**src/verilog/sfr_pkg.sv**
```systemverilog
// register map, field positions, reset values and carriers of the special
// function register bank; shared by the bank and its prescaler.
// assumes an 8-bit core that runs one instruction cycle per ref_clk edge.
package sfr_pkg;

	localparam int unsigned DATA_W = 8;
	localparam int unsigned ADDR_W = 6;
	localparam int unsigned PC_W = 10;
	localparam int unsigned PIN_N = 6;
	localparam int unsigned PRE_W = 8;

	// register page addresses
	localparam logic [5:0] A_IND = 6'h00;
	localparam logic [5:0] A_TMR = 6'h01;
	localparam logic [5:0] A_PC = 6'h02;
	localparam logic [5:0] A_STAT = 6'h03;
	localparam logic [5:0] A_PTR = 6'h04;
	localparam logic [5:0] A_GP5 = 6'h05;
	localparam logic [5:0] A_PORT = 6'h06;
	localparam logic [5:0] A_GP7 = 6'h07;
	localparam logic [5:0] A_WDC = 6'h08;
	localparam logic [5:0] A_GP9 = 6'h09;
	localparam logic [5:0] A_PCH = 6'h0a;
	localparam logic [5:0] A_PD = 6'h0b;
	localparam logic [5:0] A_OD = 6'h0c;
	localparam logic [5:0] A_PH = 6'h0d;
	localparam logic [5:0] A_IMR = 6'h0e;
	localparam logic [5:0] A_ISR = 6'h0f;
	localparam logic [5:0] A_RAM = 6'h10;
	localparam int unsigned RAM_N = 48;

	// control page addresses
	localparam logic [5:0] A_IOC_CTL = 6'h01;
	localparam logic [5:0] A_IOC_DIR = 6'h06;
	localparam logic [5:0] A_IOC_WDC = 6'h0e;
	localparam logic [5:0] A_IOC_IMR = 6'h0f;

	// field positions
	localparam int unsigned ST_WAKE = 7;
	localparam int unsigned ST_TO = 4;
	localparam int unsigned ST_PD = 3;
	localparam int unsigned CT_GIE = 6;
	localparam int unsigned CT_TS = 5;
	localparam int unsigned CT_TE = 4;
	localparam int unsigned CT_PAB = 3;
	localparam int unsigned WD_EN = 7;
	localparam int unsigned WD_EIS = 6;
	localparam int unsigned FL_EXT = 2;
	localparam int unsigned FL_PIN = 1;
	localparam int unsigned FL_TMR = 0;
	localparam int unsigned TMR_PIN = 2;

	// masks
	localparam logic [7:0] ST_WR_MASK = 8'h67;
	localparam logic [7:0] HI_ONES = 8'hc0;
	localparam logic [7:0] WD_ZERO = 8'h38;
	localparam logic [5:0] OD_PINS = 6'h37;
	localparam logic [5:0] PU_PINS = 6'h37;

	// reset values
	localparam logic [7:0] RST_STAT = 8'h18;
	localparam logic [7:0] RST_PTR = 8'hc0;
	localparam logic [7:0] RST_CTL = 8'h3f;
	localparam logic [7:0] RST_DIR = 8'hff;
	localparam logic [7:0] RST_PULL = 8'hff;
	localparam logic [7:0] RST_OD = 8'h00;
	localparam logic [7:0] RST_WDC = 8'h07;
	localparam logic [7:0] RST_ZERO = 8'h00;
	localparam logic [9:0] PC_ONES = 10'h3ff;
	localparam logic [9:0] PC_ZERO = 10'h000;

	// register access from the core
	typedef struct packed {
		logic wr;
		logic rd;
		logic ioc_page;
		logic [5:0] addr;
		logic [7:0] wdata;
	} sfr_req_s;

	// instruction events from the core
	typedef struct packed {
		logic sleep_instruction;
		logic watchdog_clear_instruction;
		logic irq_disable_instruction;
		logic irq_enable_instruction;
		logic return_from_irq_instruction;
		logic irq_entry;
		logic jump_instruction;
		logic call_instruction;
		logic return_instruction;
		logic pc_step;
		logic [9:0] target;
	} sfr_cmd_s;

	// pad controls of port six
	typedef struct packed {
		logic [5:0] o;
		logic [5:0] oe;
		logic [5:0] pull_down_en;
		logic [5:0] pull_up_en;
	} sfr_pad_s;

endpackage : sfr_pkg

```
**src/verilog/sfr_bank.sv**
```systemverilog
// special function register bank of an 8-bit core: status word, pointer,
// port six control, interrupt flags and mask, timer, watchdog, program
// counter and stack, and the general registers behind them.
// assumes ref_clk is the instruction-cycle clock and the core decodes
// instructions into the request and event strobes seen here.
`timescale 1ns/10ps

// Overview of operation
// RQ1: timeout bit set by sleep or clear; powerdown bit cleared by sleep
// RQ2: wake cause bit reads 1 after pin-change wake, 0 after other resets
// RQ3: pointer low six bits select address 0x00-0x3F; top two read one
// RQ4: flags set by falling external edge, port change, timer overflow
// RQ5: software writes may clear interrupt flags but never set them
// RQ6: status register reads as stored flags AND mask bits
// RQ7: mask bits 2..0 enable external, pin-change, timer interrupts
// RQ8: global enable cleared by disable or entry, set by enable or return
// RQ9: timer counts cycles, or pin rising/falling edges by edge select
// RQ10: prescaler serves the timer when assign bit is 0, watchdog when 1
// RQ11: ratio n divides timer by 2^(n+1), watchdog by 2^n
// RQ12: prescaler cleared only by a write to the timer counter
// RQ13: direction 0 drives pin, 1 floats it; top two bits read one
// RQ14: pull-down register bits 6..4 low enable pull-downs on pins 2..0
// RQ15: open-drain bits 5,4,2,1,0 select open-drain when set
// RQ16: pull-high bits 5,4,2,1,0 low enable pull-ups
// RQ17: watchdog control bit 7 enables the watchdog; bits 5..3 read zero
// RQ18: pin select routes pin 0 to interrupt path, else path masked
// RQ19: without enhanced option watchdog bits 2..0 enable pull-downs 5..3
// RQ20: program counter resets to zero for core type 1, 3FF otherwise
// RQ21: jump and call load ten bits, call pushes next, return pops
// RQ22: core type 0 program counter writes take A8, A9 from buffer
// RQ23: core type 1 keeps pin-change interrupt and wake always enabled
// RQ24: high buffer bit 1 holds pc bit 9, bit 0 holds pc bit 8
module sfr_bank #(
	parameter int unsigned STACK_DEPTH = 5,
	parameter int unsigned WDT_CNT_W = 16,
	parameter logic [WDT_CNT_W-1:0] WDT_BASE_CYCLES = 16'h1200
) (
	// clock and reset
	input wire logic ref_clk,
	input wire logic sys_rst,
	// option straps
	input wire logic core_type_option,
	input wire logic enhanced_option,
	// register access
	input wire sfr_pkg::sfr_req_s req,
	output logic [7:0] rdata,
	// instruction events
	input wire sfr_pkg::sfr_cmd_s cmd,
	output logic [9:0] pc,
	// port six pins
	input wire logic [5:0] pin_i,
	output sfr_pkg::sfr_pad_s pad,
	// core status
	output logic irq_req,
	output logic wake,
	output logic wdt_timeout,
	output logic asleep
);

	typedef struct packed {
		logic init;
		logic [2:0] arm;
		logic [9:0] pc;
		logic [STACK_DEPTH-1:0][9:0] stack;
		logic [7:0] status;
		logic [7:0] ptr;
		logic [7:0] tmr;
		logic [7:0] gp5;
		logic [7:0] port;
		logic [7:0] gp7;
		logic [7:0] wdc;
		logic [7:0] gp9;
		logic [7:0] pch;
		logic [7:0] pd;
		logic [7:0] od;
		logic [7:0] ph;
		logic [7:0] imr;
		logic [2:0] flags;
		logic [7:0] ctl;
		logic [7:0] dir;
		logic [5:0] sync1;
		logic [5:0] sync2;
		logic [5:0] pin_prev;
		logic asleep;
		logic [WDT_CNT_W-1:0] wdt_cnt;
		logic wake;
		logic timeout;
		logic [7:0] rdata;
		logic [sfr_pkg::RAM_N-1:0][7:0] ram;
	} sfr_st_s;

	sfr_st_s s_q;
	sfr_st_s s_d;

	logic [5:0] ea;
	logic [5:0] chg_en;
	logic [5:0] chg;
	logic pin_edge;
	logic src_tick;
	logic base_tick;
	logic pre_in;
	logic pre_tick;
	logic tmr_tick;
	logic wdt_tick;
	logic tmr_wr;
	logic pc_wr;
	logic ext_fall;
	logic [2:0] events;
	logic [9:0] pc_inc;

	// indirect access goes through the pointer's low six bits
	function automatic logic [5:0] eff_addr(
		input logic [5:0] a,
		input logic [7:0] p
	);
		eff_addr = (a == sfr_pkg::A_IND) ? p[5:0] : a; // RQ3
	endfunction : eff_addr

	// read value of one register
	function automatic logic [7:0] read_reg(
		input sfr_st_s s,
		input logic ioc,
		input logic [5:0] a
	);
		read_reg = 8'h00;
		if (ioc) begin
			case (a)
				sfr_pkg::A_IOC_CTL: read_reg = s.ctl;
				sfr_pkg::A_IOC_DIR: read_reg = s.dir | sfr_pkg::HI_ONES; // RQ13
				sfr_pkg::A_PD: read_reg = s.pd;
				sfr_pkg::A_OD: read_reg = s.od;
				sfr_pkg::A_PH: read_reg = s.ph;
				sfr_pkg::A_IOC_WDC: read_reg = s.wdc & ~sfr_pkg::WD_ZERO; // RQ17
				sfr_pkg::A_IOC_IMR: read_reg = s.imr;
				default: read_reg = 8'h00;
			endcase
		end else begin
			case (a)
				sfr_pkg::A_TMR: read_reg = s.tmr;
				sfr_pkg::A_PC: read_reg = s.pc[7:0];
				sfr_pkg::A_STAT: read_reg = s.status;
				sfr_pkg::A_PTR: read_reg = s.ptr | sfr_pkg::HI_ONES; // RQ3
				sfr_pkg::A_GP5: read_reg = s.gp5;
				// pins read back as their synchronised level
				sfr_pkg::A_PORT: read_reg = {s.port[7:6], s.sync2}; // RQ18
				sfr_pkg::A_GP7: read_reg = s.gp7;
				sfr_pkg::A_WDC: read_reg = s.wdc & ~sfr_pkg::WD_ZERO; // RQ17
				sfr_pkg::A_GP9: read_reg = s.gp9;
				sfr_pkg::A_PCH: read_reg = s.pch;
				sfr_pkg::A_PD: read_reg = s.pd;
				sfr_pkg::A_OD: read_reg = s.od;
				sfr_pkg::A_PH: read_reg = s.ph;
				sfr_pkg::A_IMR: read_reg = s.imr;
				sfr_pkg::A_ISR: read_reg = {5'h00, s.flags & s.imr[2:0]}; // RQ6
				default: begin
					if (a >= sfr_pkg::A_RAM)
						read_reg = s.ram[a - sfr_pkg::A_RAM];
				end
			endcase
		end
	endfunction : read_reg

	// watchdog base period, only while the watchdog is enabled
	assign base_tick = s_q.wdc[sfr_pkg::WD_EN]
		&& (s_q.wdt_cnt == WDT_BASE_CYCLES - WDT_CNT_W'(1)); // RQ17

	// timer source: cycle clock or selected edge on the timer pin
	assign pin_edge = s_q.ctl[sfr_pkg::CT_TE]
		? (s_q.pin_prev[sfr_pkg::TMR_PIN] && !s_q.sync2[sfr_pkg::TMR_PIN])
		: (!s_q.pin_prev[sfr_pkg::TMR_PIN] && s_q.sync2[sfr_pkg::TMR_PIN]);
	assign src_tick = s_q.ctl[sfr_pkg::CT_TS]
		? (pin_edge && s_q.arm[2]) : 1'b1; // RQ9

	// shared prescaler sits in front of timer or watchdog
	assign pre_in = s_q.ctl[sfr_pkg::CT_PAB] ? base_tick : src_tick; // RQ10
	assign tmr_tick = s_q.ctl[sfr_pkg::CT_PAB] ? src_tick : pre_tick; // RQ10
	assign wdt_tick = s_q.ctl[sfr_pkg::CT_PAB] ? pre_tick : base_tick;

	assign ea = eff_addr(req.addr, s_q.ptr);
	assign tmr_wr = req.wr && !req.ioc_page && (ea == sfr_pkg::A_TMR);
	assign pc_wr = req.wr && !req.ioc_page && (ea == sfr_pkg::A_PC);
	assign pc_inc = s_q.pc + 10'h001;

	// change detection is held off until the synchroniser has filled
	assign chg_en = core_type_option ? 6'h3f : s_q.gp9[5:0]; // RQ23
	assign chg = (s_q.sync2 ^ s_q.pin_prev) & chg_en
		& {6{s_q.arm[2]}};
	assign ext_fall = s_q.wdc[sfr_pkg::WD_EIS] && s_q.arm[2]
		&& s_q.pin_prev[0] && !s_q.sync2[0]; // RQ18

	assign events = {ext_fall, |chg,
		tmr_tick && !tmr_wr && (s_q.tmr == 8'hff)}; // RQ4

	sfr_prescaler u_pre (
		.ref_clk(ref_clk),
		.sys_rst(sys_rst),
		.tick_in(pre_in),
		.clear(tmr_wr),
		.to_wdt(s_q.ctl[sfr_pkg::CT_PAB]),
		.ratio(s_q.ctl[2:0]),
		.div_tick(pre_tick)
	);

	always_comb begin
		s_d = s_q;
		s_d.sync1 = pin_i;
		s_d.sync2 = s_q.sync1;
		s_d.pin_prev = s_q.sync2;
		s_d.arm = {s_q.arm[1:0], 1'b1};
		s_d.wake = 1'b0;
		s_d.timeout = 1'b0;

		// register writes
		if (req.wr) begin
			case ({req.ioc_page, ea})
				{1'b0, sfr_pkg::A_TMR}: s_d.tmr = req.wdata;
				{1'b0, sfr_pkg::A_STAT}: begin
					s_d.status = (req.wdata & sfr_pkg::ST_WR_MASK)
						| (s_q.status & ~sfr_pkg::ST_WR_MASK);
				end
				{1'b0, sfr_pkg::A_PTR}: s_d.ptr = req.wdata | sfr_pkg::HI_ONES;
				{1'b0, sfr_pkg::A_GP5}: s_d.gp5 = req.wdata;
				{1'b0, sfr_pkg::A_PORT}: s_d.port = req.wdata;
				{1'b0, sfr_pkg::A_GP7}: s_d.gp7 = req.wdata;
				{1'b0, sfr_pkg::A_WDC},
				{1'b1, sfr_pkg::A_IOC_WDC}: begin
					s_d.wdc = req.wdata & ~sfr_pkg::WD_ZERO; // RQ17
				end
				{1'b0, sfr_pkg::A_GP9}: s_d.gp9 = req.wdata;
				{1'b0, sfr_pkg::A_PCH}: s_d.pch = req.wdata; // RQ24
				{1'b0, sfr_pkg::A_PD},
				{1'b1, sfr_pkg::A_PD}: s_d.pd = req.wdata;
				{1'b0, sfr_pkg::A_OD},
				{1'b1, sfr_pkg::A_OD}: s_d.od = req.wdata;
				{1'b0, sfr_pkg::A_PH},
				{1'b1, sfr_pkg::A_PH}: s_d.ph = req.wdata;
				{1'b0, sfr_pkg::A_IMR},
				{1'b1, sfr_pkg::A_IOC_IMR}: s_d.imr = req.wdata; // RQ7
				{1'b0, sfr_pkg::A_ISR}: begin
					s_d.flags = s_q.flags & req.wdata[2:0]; // RQ5
				end
				{1'b1, sfr_pkg::A_IOC_CTL}: s_d.ctl = req.wdata;
				{1'b1, sfr_pkg::A_IOC_DIR}: begin
					s_d.dir = req.wdata | sfr_pkg::HI_ONES; // RQ13
				end
				default: begin
					if (!req.ioc_page && ea >= sfr_pkg::A_RAM)
						s_d.ram[ea - sfr_pkg::A_RAM] = req.wdata;
				end
			endcase
		end

		// timer counter: a write wins over a count
		if (!tmr_wr && tmr_tick)
			s_d.tmr = s_q.tmr + 8'h01; // RQ9

		// hardware sets win over a clear in the same cycle
		s_d.flags = s_d.flags | events; // RQ4

		// global interrupt enable
		if (cmd.irq_disable_instruction || cmd.irq_entry)
			s_d.ctl[sfr_pkg::CT_GIE] = 1'b0; // RQ8
		if (cmd.irq_enable_instruction || cmd.return_from_irq_instruction)
			s_d.ctl[sfr_pkg::CT_GIE] = 1'b1; // RQ8

		// watchdog base counter
		if (cmd.watchdog_clear_instruction || base_tick
			|| !s_q.wdc[sfr_pkg::WD_EN])
			s_d.wdt_cnt = '0;
		else
			s_d.wdt_cnt = s_q.wdt_cnt + WDT_CNT_W'(1);

		// sleep, watchdog clear, wake and timeout
		if (cmd.sleep_instruction) begin
			s_d.status[sfr_pkg::ST_TO] = 1'b1; // RQ1
			s_d.status[sfr_pkg::ST_PD] = 1'b0; // RQ1
			s_d.asleep = 1'b1;
		end
		if (cmd.watchdog_clear_instruction) begin
			s_d.status[sfr_pkg::ST_TO] = 1'b1; // RQ1
			s_d.status[sfr_pkg::ST_PD] = 1'b1; // RQ1
		end
		if (s_q.asleep && |chg) begin
			s_d.status[sfr_pkg::ST_WAKE] = 1'b1; // RQ2
			s_d.asleep = 1'b0;
			s_d.wake = 1'b1;
		end
		if (wdt_tick && s_q.wdc[sfr_pkg::WD_EN]) begin
			s_d.status[sfr_pkg::ST_TO] = 1'b0; // RQ1
			s_d.status[sfr_pkg::ST_WAKE] = 1'b0; // RQ2
			s_d.asleep = 1'b0;
			s_d.timeout = 1'b1;
		end

		// program counter and stack
		if (s_q.init) begin
			s_d.init = 1'b0;
			s_d.pc = core_type_option ? sfr_pkg::PC_ZERO
				: sfr_pkg::PC_ONES; // RQ20
		end else if (cmd.call_instruction || cmd.irq_entry) begin
			s_d.stack = {s_q.stack[STACK_DEPTH-2:0], pc_inc}; // RQ21
			s_d.pc = cmd.target; // RQ21
		end else if (cmd.jump_instruction) begin
			s_d.pc = cmd.target; // RQ21
		end else if (cmd.return_instruction
			|| cmd.return_from_irq_instruction) begin
			s_d.pc = s_q.stack[0]; // RQ21
			s_d.stack = {s_q.stack[STACK_DEPTH-1],
				s_q.stack[STACK_DEPTH-1:1]};
		end else if (pc_wr) begin
			if (!core_type_option)
				s_d.pc = {s_q.pch[1:0], req.wdata}; // RQ22
			else if (enhanced_option)
				s_d.pc = {2'b00, req.wdata};
			else
				s_d.pc = {s_q.pc[9:8], req.wdata};
		end else if (cmd.pc_step) begin
			s_d.pc = pc_inc;
		end

		if (req.rd)
			s_d.rdata = read_reg(s_q, req.ioc_page, ea);
	end

	always_ff @(posedge ref_clk or posedge sys_rst) begin
		if (sys_rst) begin
			s_q <= '0;
			s_q.init <= 1'b1;
			s_q.status <= sfr_pkg::RST_STAT; // RQ1
			s_q.ptr <= sfr_pkg::RST_PTR;
			s_q.ctl <= sfr_pkg::RST_CTL;
			s_q.dir <= sfr_pkg::RST_DIR;
			s_q.pd <= sfr_pkg::RST_PULL;
			s_q.ph <= sfr_pkg::RST_PULL;
			s_q.od <= sfr_pkg::RST_OD;
			s_q.wdc <= sfr_pkg::RST_WDC;
			s_q.imr <= sfr_pkg::RST_ZERO;
		end else begin
			s_q <= s_d;
		end
	end

	// pads: open drain drives only a low level
	always_comb begin
		pad.o = s_q.port[5:0] & ~(s_q.od[5:0] & sfr_pkg::OD_PINS); // RQ15
		pad.oe = ~s_q.dir[5:0]
			& ~(s_q.od[5:0] & sfr_pkg::OD_PINS & s_q.port[5:0]); // RQ13
		if (s_q.wdc[sfr_pkg::WD_EIS])
			pad.oe[0] = 1'b0; // RQ18
		pad.pull_down_en[2:0] = ~s_q.pd[6:4]; // RQ14
		pad.pull_down_en[5:3] = enhanced_option ? 3'b000
			: ~s_q.wdc[2:0]; // RQ19
		pad.pull_up_en = ~s_q.ph[5:0] & sfr_pkg::PU_PINS; // RQ16
	end

	assign irq_req = s_q.ctl[sfr_pkg::CT_GIE]
		&& |(s_q.flags & s_q.imr[2:0]); // RQ7
	assign rdata = s_q.rdata;
	assign pc = s_q.pc;
	assign wake = s_q.wake;
	assign wdt_timeout = s_q.timeout;
	assign asleep = s_q.asleep;

endmodule : sfr_bank

```
**src/verilog/sfr_prescaler.sv**
```systemverilog
// shared prescaler of the timer counter and the watchdog.
// assumes tick_in is a one-cycle pulse on ref_clk; div_tick is combinational.
`timescale 1ns/10ps
module sfr_prescaler (
	// clock and reset
	input wire logic ref_clk,
	input wire logic sys_rst,
	// control
	input wire logic tick_in,
	input wire logic clear,
	input wire logic to_wdt,
	input wire logic [2:0] ratio,
	// result
	output logic div_tick
);

	typedef struct packed {
		logic [sfr_pkg::PRE_W-1:0] cnt;
	} sfr_pre_st_s;

	sfr_pre_st_s s_q;
	sfr_pre_st_s s_d;
	logic [sfr_pkg::PRE_W-1:0] mask;

	// low bits that must all be set before the output fires
	function automatic logic [sfr_pkg::PRE_W-1:0] ratio_mask(
		input logic [2:0] n,
		input logic wdt
	);
		logic [3:0] bits;
		bits = wdt ? {1'b0, n} : ({1'b0, n} + 4'h1);
		ratio_mask = 8'h00;
		for (int i = 0; i < 8; i++) begin
			if (i < int'(bits))
				ratio_mask[i] = 1'b1;
		end
	endfunction : ratio_mask

	always_comb begin
		mask = ratio_mask(ratio, to_wdt);
		div_tick = tick_in && ((s_q.cnt & mask) == mask); // RQ11
		s_d = s_q;
		if (clear)
			s_d.cnt = '0; // RQ12
		else if (tick_in)
			s_d.cnt = s_q.cnt + 8'h01;
	end

	always_ff @(posedge ref_clk or posedge sys_rst) begin
		if (sys_rst)
			s_q <= '0;
		else
			s_q <= s_d;
	end

endmodule : sfr_prescaler
```
**config.mk**
```make
export PLATFORM = sky130hd
export DESIGN_NAME = sfr_bank
export DESIGN_NICKNAME = d
export VERILOG_FILES = /design/src/verilog/sfr_pkg.sv /design/src/verilog/sfr_bank.sv /design/src/verilog/sfr_prescaler.sv
export SDC_FILE = /design/constraint.sdc
export NUM_CORES = 1
export LEC_CHECK = 0
export BUFFER_PORTS_ARGS = -buffer_cell sky130_fd_sc_hd__buf_2
export CAP_MARGIN = 20
export CELL_PAD_IN_SITES_DETAIL_PLACEMENT = 1
export CELL_PAD_IN_SITES_GLOBAL_PLACEMENT = 1
export CORE_UTILIZATION = 46
export DETAILED_ROUTE_END_ITERATION = 7
export GPL_ROUTABILITY_DRIVEN = 0
export PLACE_DENSITY = 0.74
export SLEW_MARGIN = 10
export SYNTH_ARGS = -nofsm -noshare
export SYNTH_HDL_FRONTEND = slang
export SYNTH_SLANG_ARGS = --single-unit
```
**constraint.sdc**
```tcl
create_clock -name ref_clk -period 18.7 [get_ports ref_clk]
set_clock_uncertainty 0.05 [all_clocks]
set_input_delay 0.935 -clock ref_clk [delete_from_list [all_inputs] [get_ports ref_clk]]
set_output_delay 0.935 -clock ref_clk [all_outputs]
set_load 0.02 [all_outputs]
```
After elaboration in Yosys (flattened, before gate mapping):

Cells that the tools add are included.

* equal/unequal tests: 41
* bitwise logic cells: 19
* add/subtract/negate cells: 6
* magnitude comparators: 11
* multiplexer cells: 71
* reduce and logical (&&, ||, !) cells: 76

Operators by type and width (count)
* $bwmux W384: 1
* $mux W8: 20
* $mux W123: 1
* $pmux W8 S15: 1
* $mux W10: 8
* $mux W40: 2
* $mux W60: 1
* $eq A7 B4 Y1 const B: 8
* $pmux W8 S7: 1
* $eq A7 B7 Y1 const B: 7
* $bmux W8 S6: 1
* $demux W8 S6: 1
* $eq A6 B4 Y1 const B: 8
* $reduce_and A2 Y1: 21
* $and A6 B6 Y6: 5
* $eq A7 B3 Y1 const B: 4
* $eq A6 B3 Y1 const B: 4
* $mux W1: 24
* $mux W6: 4
* $not A6 Y6: 4
* $reduce_bool A3 Y1: 7
* $reduce_or A21 Y1: 1
* $logic_and A1 B1 Y1: 18
* $add A16 B1 Y16 const B: 1
* 40 further kinds: 71

* logic and storage cells: 310
* output and inout bits: 46
* flip-flop bits (word level): 617
* bits of input ports: 47

Depth between registers and ports, before layout:

Gate-level depths: netlist of run 1.

* word-level depth: 11
* depth in mapped cells: 18
* gate-level depth less buffers: 12

By module:

A second synthesis of run 1 with hierarchy kept.

* cell total of the unflattened synthesis: 2667
* area total of the unflattened synthesis: 30090.1 um2

Modules (own cells, without submodules)
* sfr_bank: area an instance 29465.8 um2, cells each 2599, times used 1
* sfr_prescaler: area an instance 624.3 um2, cells each 68, times used 1

Worst setup path after synthesis of run 1:

OpenSTA, ideal clock, no wires.

* kind: input to register
* from: input req[8] (netlist bit)
* to: register s_q, in the netlist pc[0]
* path buffers: 6
* library setup time: 0.119 ns
* setup slack: 13.918 ns
* stages on the path: 17
* arrival time: 4.613 ns
* cells stage by stage: clkbuf_1 -> clkbuf_1 -> nor2_1 -> a31o_2 -> clkbuf_1 -> inv_1 -> clkbuf_1 -> ha_1 -> buf_2 -> nor4bb_1 -> a21oi_1 -> nor3_2 -> or3_1 -> clkbuf_1 -> a21boi_0 -> o21ai_0 -> o21a_1

* longest elaborated chain between the ends: 9
* elaborated cells on any way between the ends: 10
* those cells by class: 1 x eq/ne; 6 x mux; 3 x reduce/logical

Ends and longest elaborated chain
* start, declared: RTL line sfr_bank.sv:45 `input wire sfr_pkg::sfr_req_s req,`
* $logic_not A6 Y1: RTL line sfr_bank.sv:116 `eff_addr = (a == sfr_pkg::A_IND) ? p[5:0] : a;`
* $mux W6 (*): RTL line sfr_bank.sv:116
* $eq A6 B2 Y1 (*): RTL line sfr_bank.sv:181 `assign pc_wr = req.wr && !req.ioc_page && (ea == sfr_pkg::A_PC);`
* $logic_and A1 B1 Y1 (*): RTL line sfr_bank.sv:181
* $mux W10: RTL line sfr_bank.sv:310 `end else if (pc_wr) begin`
* $mux W10: RTL line sfr_bank.sv:305 `end else if (cmd.return_instruction`
* $mux W10: RTL line sfr_bank.sv:303 `end else if (cmd.jump_instruction) begin`
* $mux W60: RTL line sfr_bank.sv:300 `end else if (cmd.call_instruction || cmd.irq_entry) begin`
* $mux W10: RTL line sfr_bank.sv:296 `if (s_q.init) begin`
* end, declared: RTL line sfr_bank.sv:92 `sfr_st_s s_q;`

Mark *: on every way between the ends. The rest lies on a longest branch, timed or not. The select of a mux whose other input is x is not followed.
A chain may end at the register's enable or synchronous reset.

Worst setup path in the final report of run 1:

* from: input req[11] (netlist bit)
* to: register s_q[173] (netlist bit)

* longest elaborated chain between the ends: 8
* elaborated cells on any way between the ends: 35
* those cells by class: 1 x add/sub; 3 x order compare; 21 x eq/ne; 4 x mux; 1 x bitwise; 5 x reduce/logical

Ends and longest elaborated chain
* $logic_not A6 Y1: RTL line sfr_bank.sv:116
* $mux W6 (*): RTL line sfr_bank.sv:116
* $sub A6 B5 Y6: RTL line sfr_bank.sv:248 `s_d.ram[ea - sfr_pkg::A_RAM] = req.wdata;`
* $lt A6 B7 Y1 (implied by the code) / $ge A6 B1 Y1 (equally long branches): RTL line sfr_bank.sv:248
* $logic_and A1 B1 Y1 (implied by the code): RTL line sfr_bank.sv:248
* $mux W8 (implied by the code): RTL line sfr_bank.sv:248
* $demux W8 S6: RTL line sfr_bank.sv:248
* $bwmux W384: RTL line sfr_bank.sv:248

Mark *: on every way between the ends. The rest lies on a longest branch, timed or not.

==> impl_metrics.tcl, run 1 <==
set metrics [dict create \
    status "complete, no violations" \
    min_delay_worst_endpoint "s_d[411]" \
    synth_cell_type_count 92 \
    routed_wl_mm 107 \
    core-area_sq_um 66200 \
    post_cts_resized 0 \
    r2r_end "rdata[2]" \
    yosys-top-cells-area "dfrtp_1 (47%), mux2_4 (10%), mux2_2 (7.2%)" \
    crit_slowest_cell "or4_1" \
    r2r_start "s_q[536]" \
    crit_start "req[11]" \
    dpl.hpwl_mm 68.1 \
    max_freq_ghz 0.193 \
    critPathArrivalTime_ns 5.63 \
    dieArea_sq_um 68400 \
    cts_max_path_buffers 3 \
    finalHoldViolCount 0 \
    final_layout_size_suffix_gt1_share_pct 27.1 \
    synth_cells 2774 \
    async_flop_share_pct 100 \
    setup_viol 0 \
    cts_buffers 70 \
    ant_nets 0 \
    cts.sinks 617 \
    synth_top_area_share_pct 47.1 \
    vias 23589 \
    netlist_area_sq_um 31000 \
    yosysMostFrequentCell "dfrtp_1" \
    clk_pin_slew_worst_paths_ns 0.06 \
    reg2reg_depth 10 \
    cts_setup_buffers 0 \
    fin_crit_ns 5.18 \
    numPortBuffers 91 \
    required_ns 19.15 \
    rrSetupSlack_ns 13.89 \
    setup_tns_ns 0 \
    start_util_pct 46.8 \
    grt_pass1_vias 25004 \
    rsz0062_at_grt "no" \
    nNetsFinal 2840 \
    syn_area_per_cell_sq_um 11.2 \
    ir_drop_mv 0.0890 \
    grt_pass1_wl_mm 163 \
    drv_cap 0 \
    grt_max_degree 184 \
    clock_latency_ns 0.62 \
    synthFlopType "dfrtp_1" \
    cp_top_family "simple AND/OR/NAND/NOR gates" \
    cts.htree.levels 3 \
    min_from "s_d[417]" \
    yosys_warnings 0 \
    final_cells 3705 \
    area_growth_pct 11.0 \
    power_density_nw_per_um2 99.4 \
    final_max_slew_viol_count 0 \
    synth_area_leader_cell "dfrtp_1" \
    die_width_microns 262 \
    antenna_found_initial 7 \
    cts_tree "done" \
    ys_top_cells_by_count "dfrtp_1 (583), nand2_1 (443), mux2_4 (216)" \
    power.leakage_nw 15.8 \
    grt-ovfl-total 0 \
    slowest_delay_ns 0.77 \
    wl_per_cell_microns 28.8 \
    worst_hold_slack_ns 0.299 \
    drt-pass1-iter-count 8 \
    ys_ff_latch 617 \
    drt_iter0_drc 2389 \
    crit_buf_inv 2 \
    num_rows 94 \
    worst_pin_slew_ns 1.25 \
    end_kind "register" \
    vias_per_cell 6.37 \
    min_path_cells 0 \
    drc 0 \
    total_power_w 0.00342 \
    grtUsageTotal_pct 31.7 \
    slew_headroom_pct 17.0 \
    ys_seq_area_share_pct 49.9 \
    ctsHoldBuffers 0 \
    synth_edf_count 0 \
    path_cells "buf_2, or4_1, nor3_1, a21oi_1, ha_1, nor4bb_1, a32o_1, a211o_1, a211oi_1, and2_1, o21ai_4, buf_4, nor2_8, mux2_4" \
    crit_type "input port to register" \
    die_h_microns 262 \
    pin_count 93 \
    clock-root-buffer "clkbuf_16" \
    hold_path_class "register to register" \
    cp-start-kind "input port" \
    critPathMaxFanout 16 \
    place_inst 3569 \
    fin_crit_sh_pct 27.7 \
]
[final cells by class]
type	instances	area (sq um)
Fill cell	6967	31800
Clock inverter	20	264
Antenna cell	5	12.5
Timing Repair Buffer	155	957
Inverter	41	161
Tap cell	864	1080
Multi-Input combinational cell	1896	14400
Clock buffer	107	2030
Sequential cell	617	15500
[flip-flops by register name, indices dropped and copies added, names as in the netlist]
register	count
asleep	1
pc	10
rdata	8
s_d	14
s_q	574
u_pre.s_q	8
wake	1
wdt_timeout	1
[through the flow]
stage          area, sq um  util [%]  setup WS, ns
4_1_cts              34300      51.9         13.67
2_1_floorplan        31000         -         0.494
3_5_place_dp         32000      48.4         13.03
5_1_grt              34400      51.9         13.42
6_report             34400      51.9         13.52
3_3_place_gp         32000      48.4         12.76
[per-layer routing]
layer	part of all wire (%)	vias up	global-route usage, %
met1	41	12448	41.6
met2	47	1000	50.0
met4	4.3	8	14.0
met3	7.8	272	7.10
met5	0.049	-	0
li1	-	9861	-
[kinds of logic (layout without fill, tap and decap cells)]
kind of cell / Yosys count / after routing / synth area share (%)
simple gates: 851 / 851 / 13.8
xor+xnor: 42 / 42 / 1.19
fa+ha+maj: 12 / 12 / 0.484
mux: 493 / 493 / 20.2
flops: 617 / 617 / 49.9
buf+inv: 262 / 323 / 3.82
compound gates: 495 / 495 / 10.6
other cells: 2 / 8 / 0.0242
[cell usage in the layout (no fill, tap or decap), types with 14 or more instances in the layout]
cell       instances
o21ai_0          168
mux2_4           216
a211oi_1          21
nand3_1          106
buf_2             93
a31oi_1           23
nor2_1           107
a22oi_1           23
nand4_1           33
buf_4             58
mux2i_1           79
nor2_8            27
nor2b_1           18
nor3_1            28
a21oi_1           78
clkbuf_16         71
nand2_1          443
inv_1             39
and3_1            19
xnor2_1           14
a32oi_1           28
xor2_1            28
mux2_2           198
clkbuf_1          24
dfrtp_1          583
dfstp_2           34
[where the power goes]
group,switching (W),internal [W]
Sequential,0.000118,0.00147
Clock,0.000581,0.000811
Combinational,0.000269,0.000170
[worst register-to-register path: stages (launching register included)]
cell and delay [ns]:
dfrtp_1 0.64, nor2b_1 0.73, a21o_2 0.26, buf_4 0.54
buf_4 0.58, mux2i_1 0.23, a221oi_1 0.53, o2111ai_1 0.19
o311ai_0 0.60, o21ai_0 0.20, a31oi_1 0.19
[how the worst max path moves through the flow]
| stage | to | slack (ns) | cells past startpoint |
|---|---|---|---|
| global route | s_q[168] | 13.42 | 14 |
| detailed placement | rdata[1] | 13.03 | 14 |
| floorplan | asleep | 0.49 | 1 |
| CTS | s_q[169] | 13.67 | 14 |
| finish | s_q[173] | 13.52 | 14 |
| global placement | rdata[1] | 12.76 | 13 |
(Power assumes the default switching activity.)
==> run 2, diff against run 1 <==
--- a/config.mk
+++ b/config.mk
@@ -9,10 +9,10 @@
 export CAP_MARGIN = 20
 export CELL_PAD_IN_SITES_DETAIL_PLACEMENT = 1
 export CELL_PAD_IN_SITES_GLOBAL_PLACEMENT = 1
-export CORE_UTILIZATION = 46
+export CORE_UTILIZATION = 51
 export DETAILED_ROUTE_END_ITERATION = 7
 export GPL_ROUTABILITY_DRIVEN = 0
-export PLACE_DENSITY = 0.74
+export PLACE_DENSITY = 0.78
 export SLEW_MARGIN = 10
 export SYNTH_ARGS = -nofsm -noshare
 export SYNTH_HDL_FRONTEND = slang
==> constraint.sdc (replaced) <==
create_clock -name ref_clk -period 5.15 [get_ports ref_clk]
set_clock_uncertainty 0.05 [all_clocks]
set_input_delay 0.2575 -clock ref_clk [delete_from_list [all_inputs] [get_ports ref_clk]]
set_output_delay 0.2575 -clock ref_clk [all_outputs]
set_load 0.02 [all_outputs]
==> run 2 against run 1 <==
Register-to-register slack worse by 13 ns. First-iteration DRC count is 5.7% lower. Utilization is 5.5 points higher. Total power grew to 3.6 times the previous value. Final cell count is 1.6% lower. Non-clock buffer count is 36 higher. Clock-buffer cell count is 2 lower. Sequential power grew to 3.6 times the previous value. Critical path depth is 3 lower. Critical endpoint is now s_q[443]. Largest cell class unchanged.
==> impl_metrics.tcl, run 2 (synthesis gave the netlist of run 1 again) <==
set metrics [dict create \
    status "complete, no violations" \
    area_growth_pct 11.6 \
    cts_max_path_buffers 3 \
    cts.sinks 617 \
    final_cell_mix "dfrtp_1 (583), nand2_1 (443), mux2_4 (216)" \
    drc 0 \
    ir_drop_mv 0.319 \
    worst_pin_slew_ns 1.20 \
    end_kind "register" \
    dieArea_sq_um 61800 \
    largest_reg_flops 574 \
    max_freq_ghz 0.221 \
    max_flop_register "s_q" \
    required_ns 5.60 \
    routed_wl_mm 107 \
    setup_viol 0 \
    p_switching_w 0.00347 \
    seq_power_share_pct 46.6 \
    hold_path_class "input port to register" \
    ant_nets 0 \
    design_area_sq_um 34600 \
    critPathMaxFanout 21 \
    power_density_nw_per_um2 358 \
    grt_pass1_vias 25459 \
    crit_buf_inv 4 \
    num_rows 90 \
    cts_tree "done" \
    nNetsFinal 2874 \
    rsz0062_at_grt "no" \
    final_layout_size_suffix_gt1_share_pct 27.4 \
    vias_per_cell 6.54 \
    total_power_w 0.0124 \
    min_path_cells 4 \
    drt_iter0_drc 2252 \
    start_util_pct 51.5 \
    p_comb_share_pct 13.2 \
    cp-start-kind "register" \
    switching_share_pct 28.0 \
    post_cts_resized 0 \
    fin_crit_ns 4.53 \
    core-area_sq_um 60200 \
    die_width_microns 249 \
    cts.htree.levels 3 \
    vias 23830 \
    critPathArrivalTime_ns 4.98 \
    grt_pass1_wl_mm 164 \
    p_clk_share_pct 40.2 \
    cts_buffers 68 \
    numPortBuffers 91 \
    crit_type "register to register" \
    wl_per_cell_microns 29.5 \
    dpl.hpwl_mm 70.3 \
    finalHoldViolCount 0 \
    intPower_w 0.00892 \
    slew_headroom_pct 19.8 \
    slowest_delay_ns 0.82 \
    cts_setup_buffers 0 \
    cp_top_family "simple AND/OR/NAND/NOR gates" \
    power.leakage_nw 16.0 \
    drt-pass1-iter-count 8 \
    die_h_microns 249 \
    drv_cap 0 \
    clock_latency_ns 0.62 \
    r2r_start "s_q[540]" \
    clock-root-buffer "clkbuf_16" \
    antenna_found_initial 4 \
    min_delay_worst_endpoint "pc[1]" \
    crit_top_cell "inv_1" \
    place_area_sq_um 32200 \
    fillCellCount 6222 \
    clk_pin_slew_worst_paths_ns 0.06 \
    crit_start "s_q[540]" \
    final_max_slew_viol_count 0 \
    rrSetupSlack_ns 0.62 \
    grt-ovfl-total 0 \
    grt_max_degree 188 \
    min_from "cmd[1]" \
    grtUsageTotal_pct 35.0 \
    reg2reg_depth 11 \
    path_cells "nor2b_1, a31o_2, inv_1, ha_1, inv_1, buf_4, nor3_2, and3_1, mux2i_1, o31ai_1, dlygate4sd3_1" \
    pin_count 93 \
    final_common_cell "dfrtp_1" \
    r2r_end "s_q[443]" \
    crit_slowest_cell "nor3_2" \
    fin_crit_sh_pct 88.0 \
]
-- run 2: cell types whose count changed in the layout (fill, tap and decap cells not counted), moves of 2 or more --
| cell | before | now |
|---|---|---|
| diode_2 | 5 | 1 |
| buf_2 | 93 | 91 |
| buf_12 | 2 | 8 |
| clkinv_8 | 4 | 0 |
| clkinvlp_4 | 0 | 2 |
| buf_4 | 58 | 74 |
| clkbuf_16 | 71 | 73 |
| clkinv_2 | 10 | 8 |
| clkbuf_1 | 24 | 21 |
| dlygate4sd3_1 | 0 | 16 |
-- run 2: worst max-delay path by stage --
stage / to / slack (ns) / cells past startpoint
after global routing: pc[6] / 0.39 / 12
after global placement: s_q[300] / 0.50 / 14
after floorplan: asleep / -3.55 / 1
after CTS: s_q[443] / 0.73 / 11
after detailed placement: s_q[61] / 0.40 / 14
final: s_q[443] / 0.62 / 11
-- run 2: layer usage --
| metal | global-route usage, % | routed length, microns |
|---|---|---|
| met5 | 0 | 47 |
| met4 | 16.2 | 5400 |
| met3 | 6.57 | 7860 |
| met2 | 56.2 | 50500 |
| met1 | 46.0 | 43600 |
-- run 2: tightest hold or removal path, delay by kind of cell --
family	cells	cell delay, ns
compound gates	2	0.18
buf+inv	1	0.09
mux	1	0.15
-- run 2: power by group through the flow --
stage                     registers, W  clock network (W)  logic [W]
after floorplan                0.00567                  0    0.00112
after detailed placement       0.00583                  0    0.00160
final                          0.00577            0.00498    0.00163
after CTS                      0.00576            0.00504    0.00162
after global placement         0.00579                  0    0.00151
after global routing           0.00582            0.00518    0.00175
-- run 2: layout make-up --
cell class	count	area (sq um)	area share, %
diodes	1	2.50	0.00723
clock buffers	105	2060	5.95
clock inverters	13	168	0.485
inverters	41	158	0.456
multi-input cells	1896	14400	41.6
flip-flops and latches	617	15500	44.7
well taps	782	978	2.83
repair buffers	191	1350	3.90
-- run 2: per-stage QoR --
stage	cells	hold slack, ns	setup slack [ns]	utilization (%)	TNS [ns]
2_1_floorplan	2775	0.239	-3.55	-	-2110.35
3_3_place_gp	3506	0.282	0.503	53.4	0
3_5_place_dp	3509	0.286	0.401	53.4	0
4_1_cts	3643	0.0159	0.732	57.4	0
5_1_grt	3645	0.0555	0.388	57.4	0
6_report	3646	0.0335	0.619	57.4	0
-- run 2: repair_timing --
item                       in CTS  in global routing
hold endpoints to repair       37                  0
hold buffers                   16                  0
setup endpoints to repair       0                  0
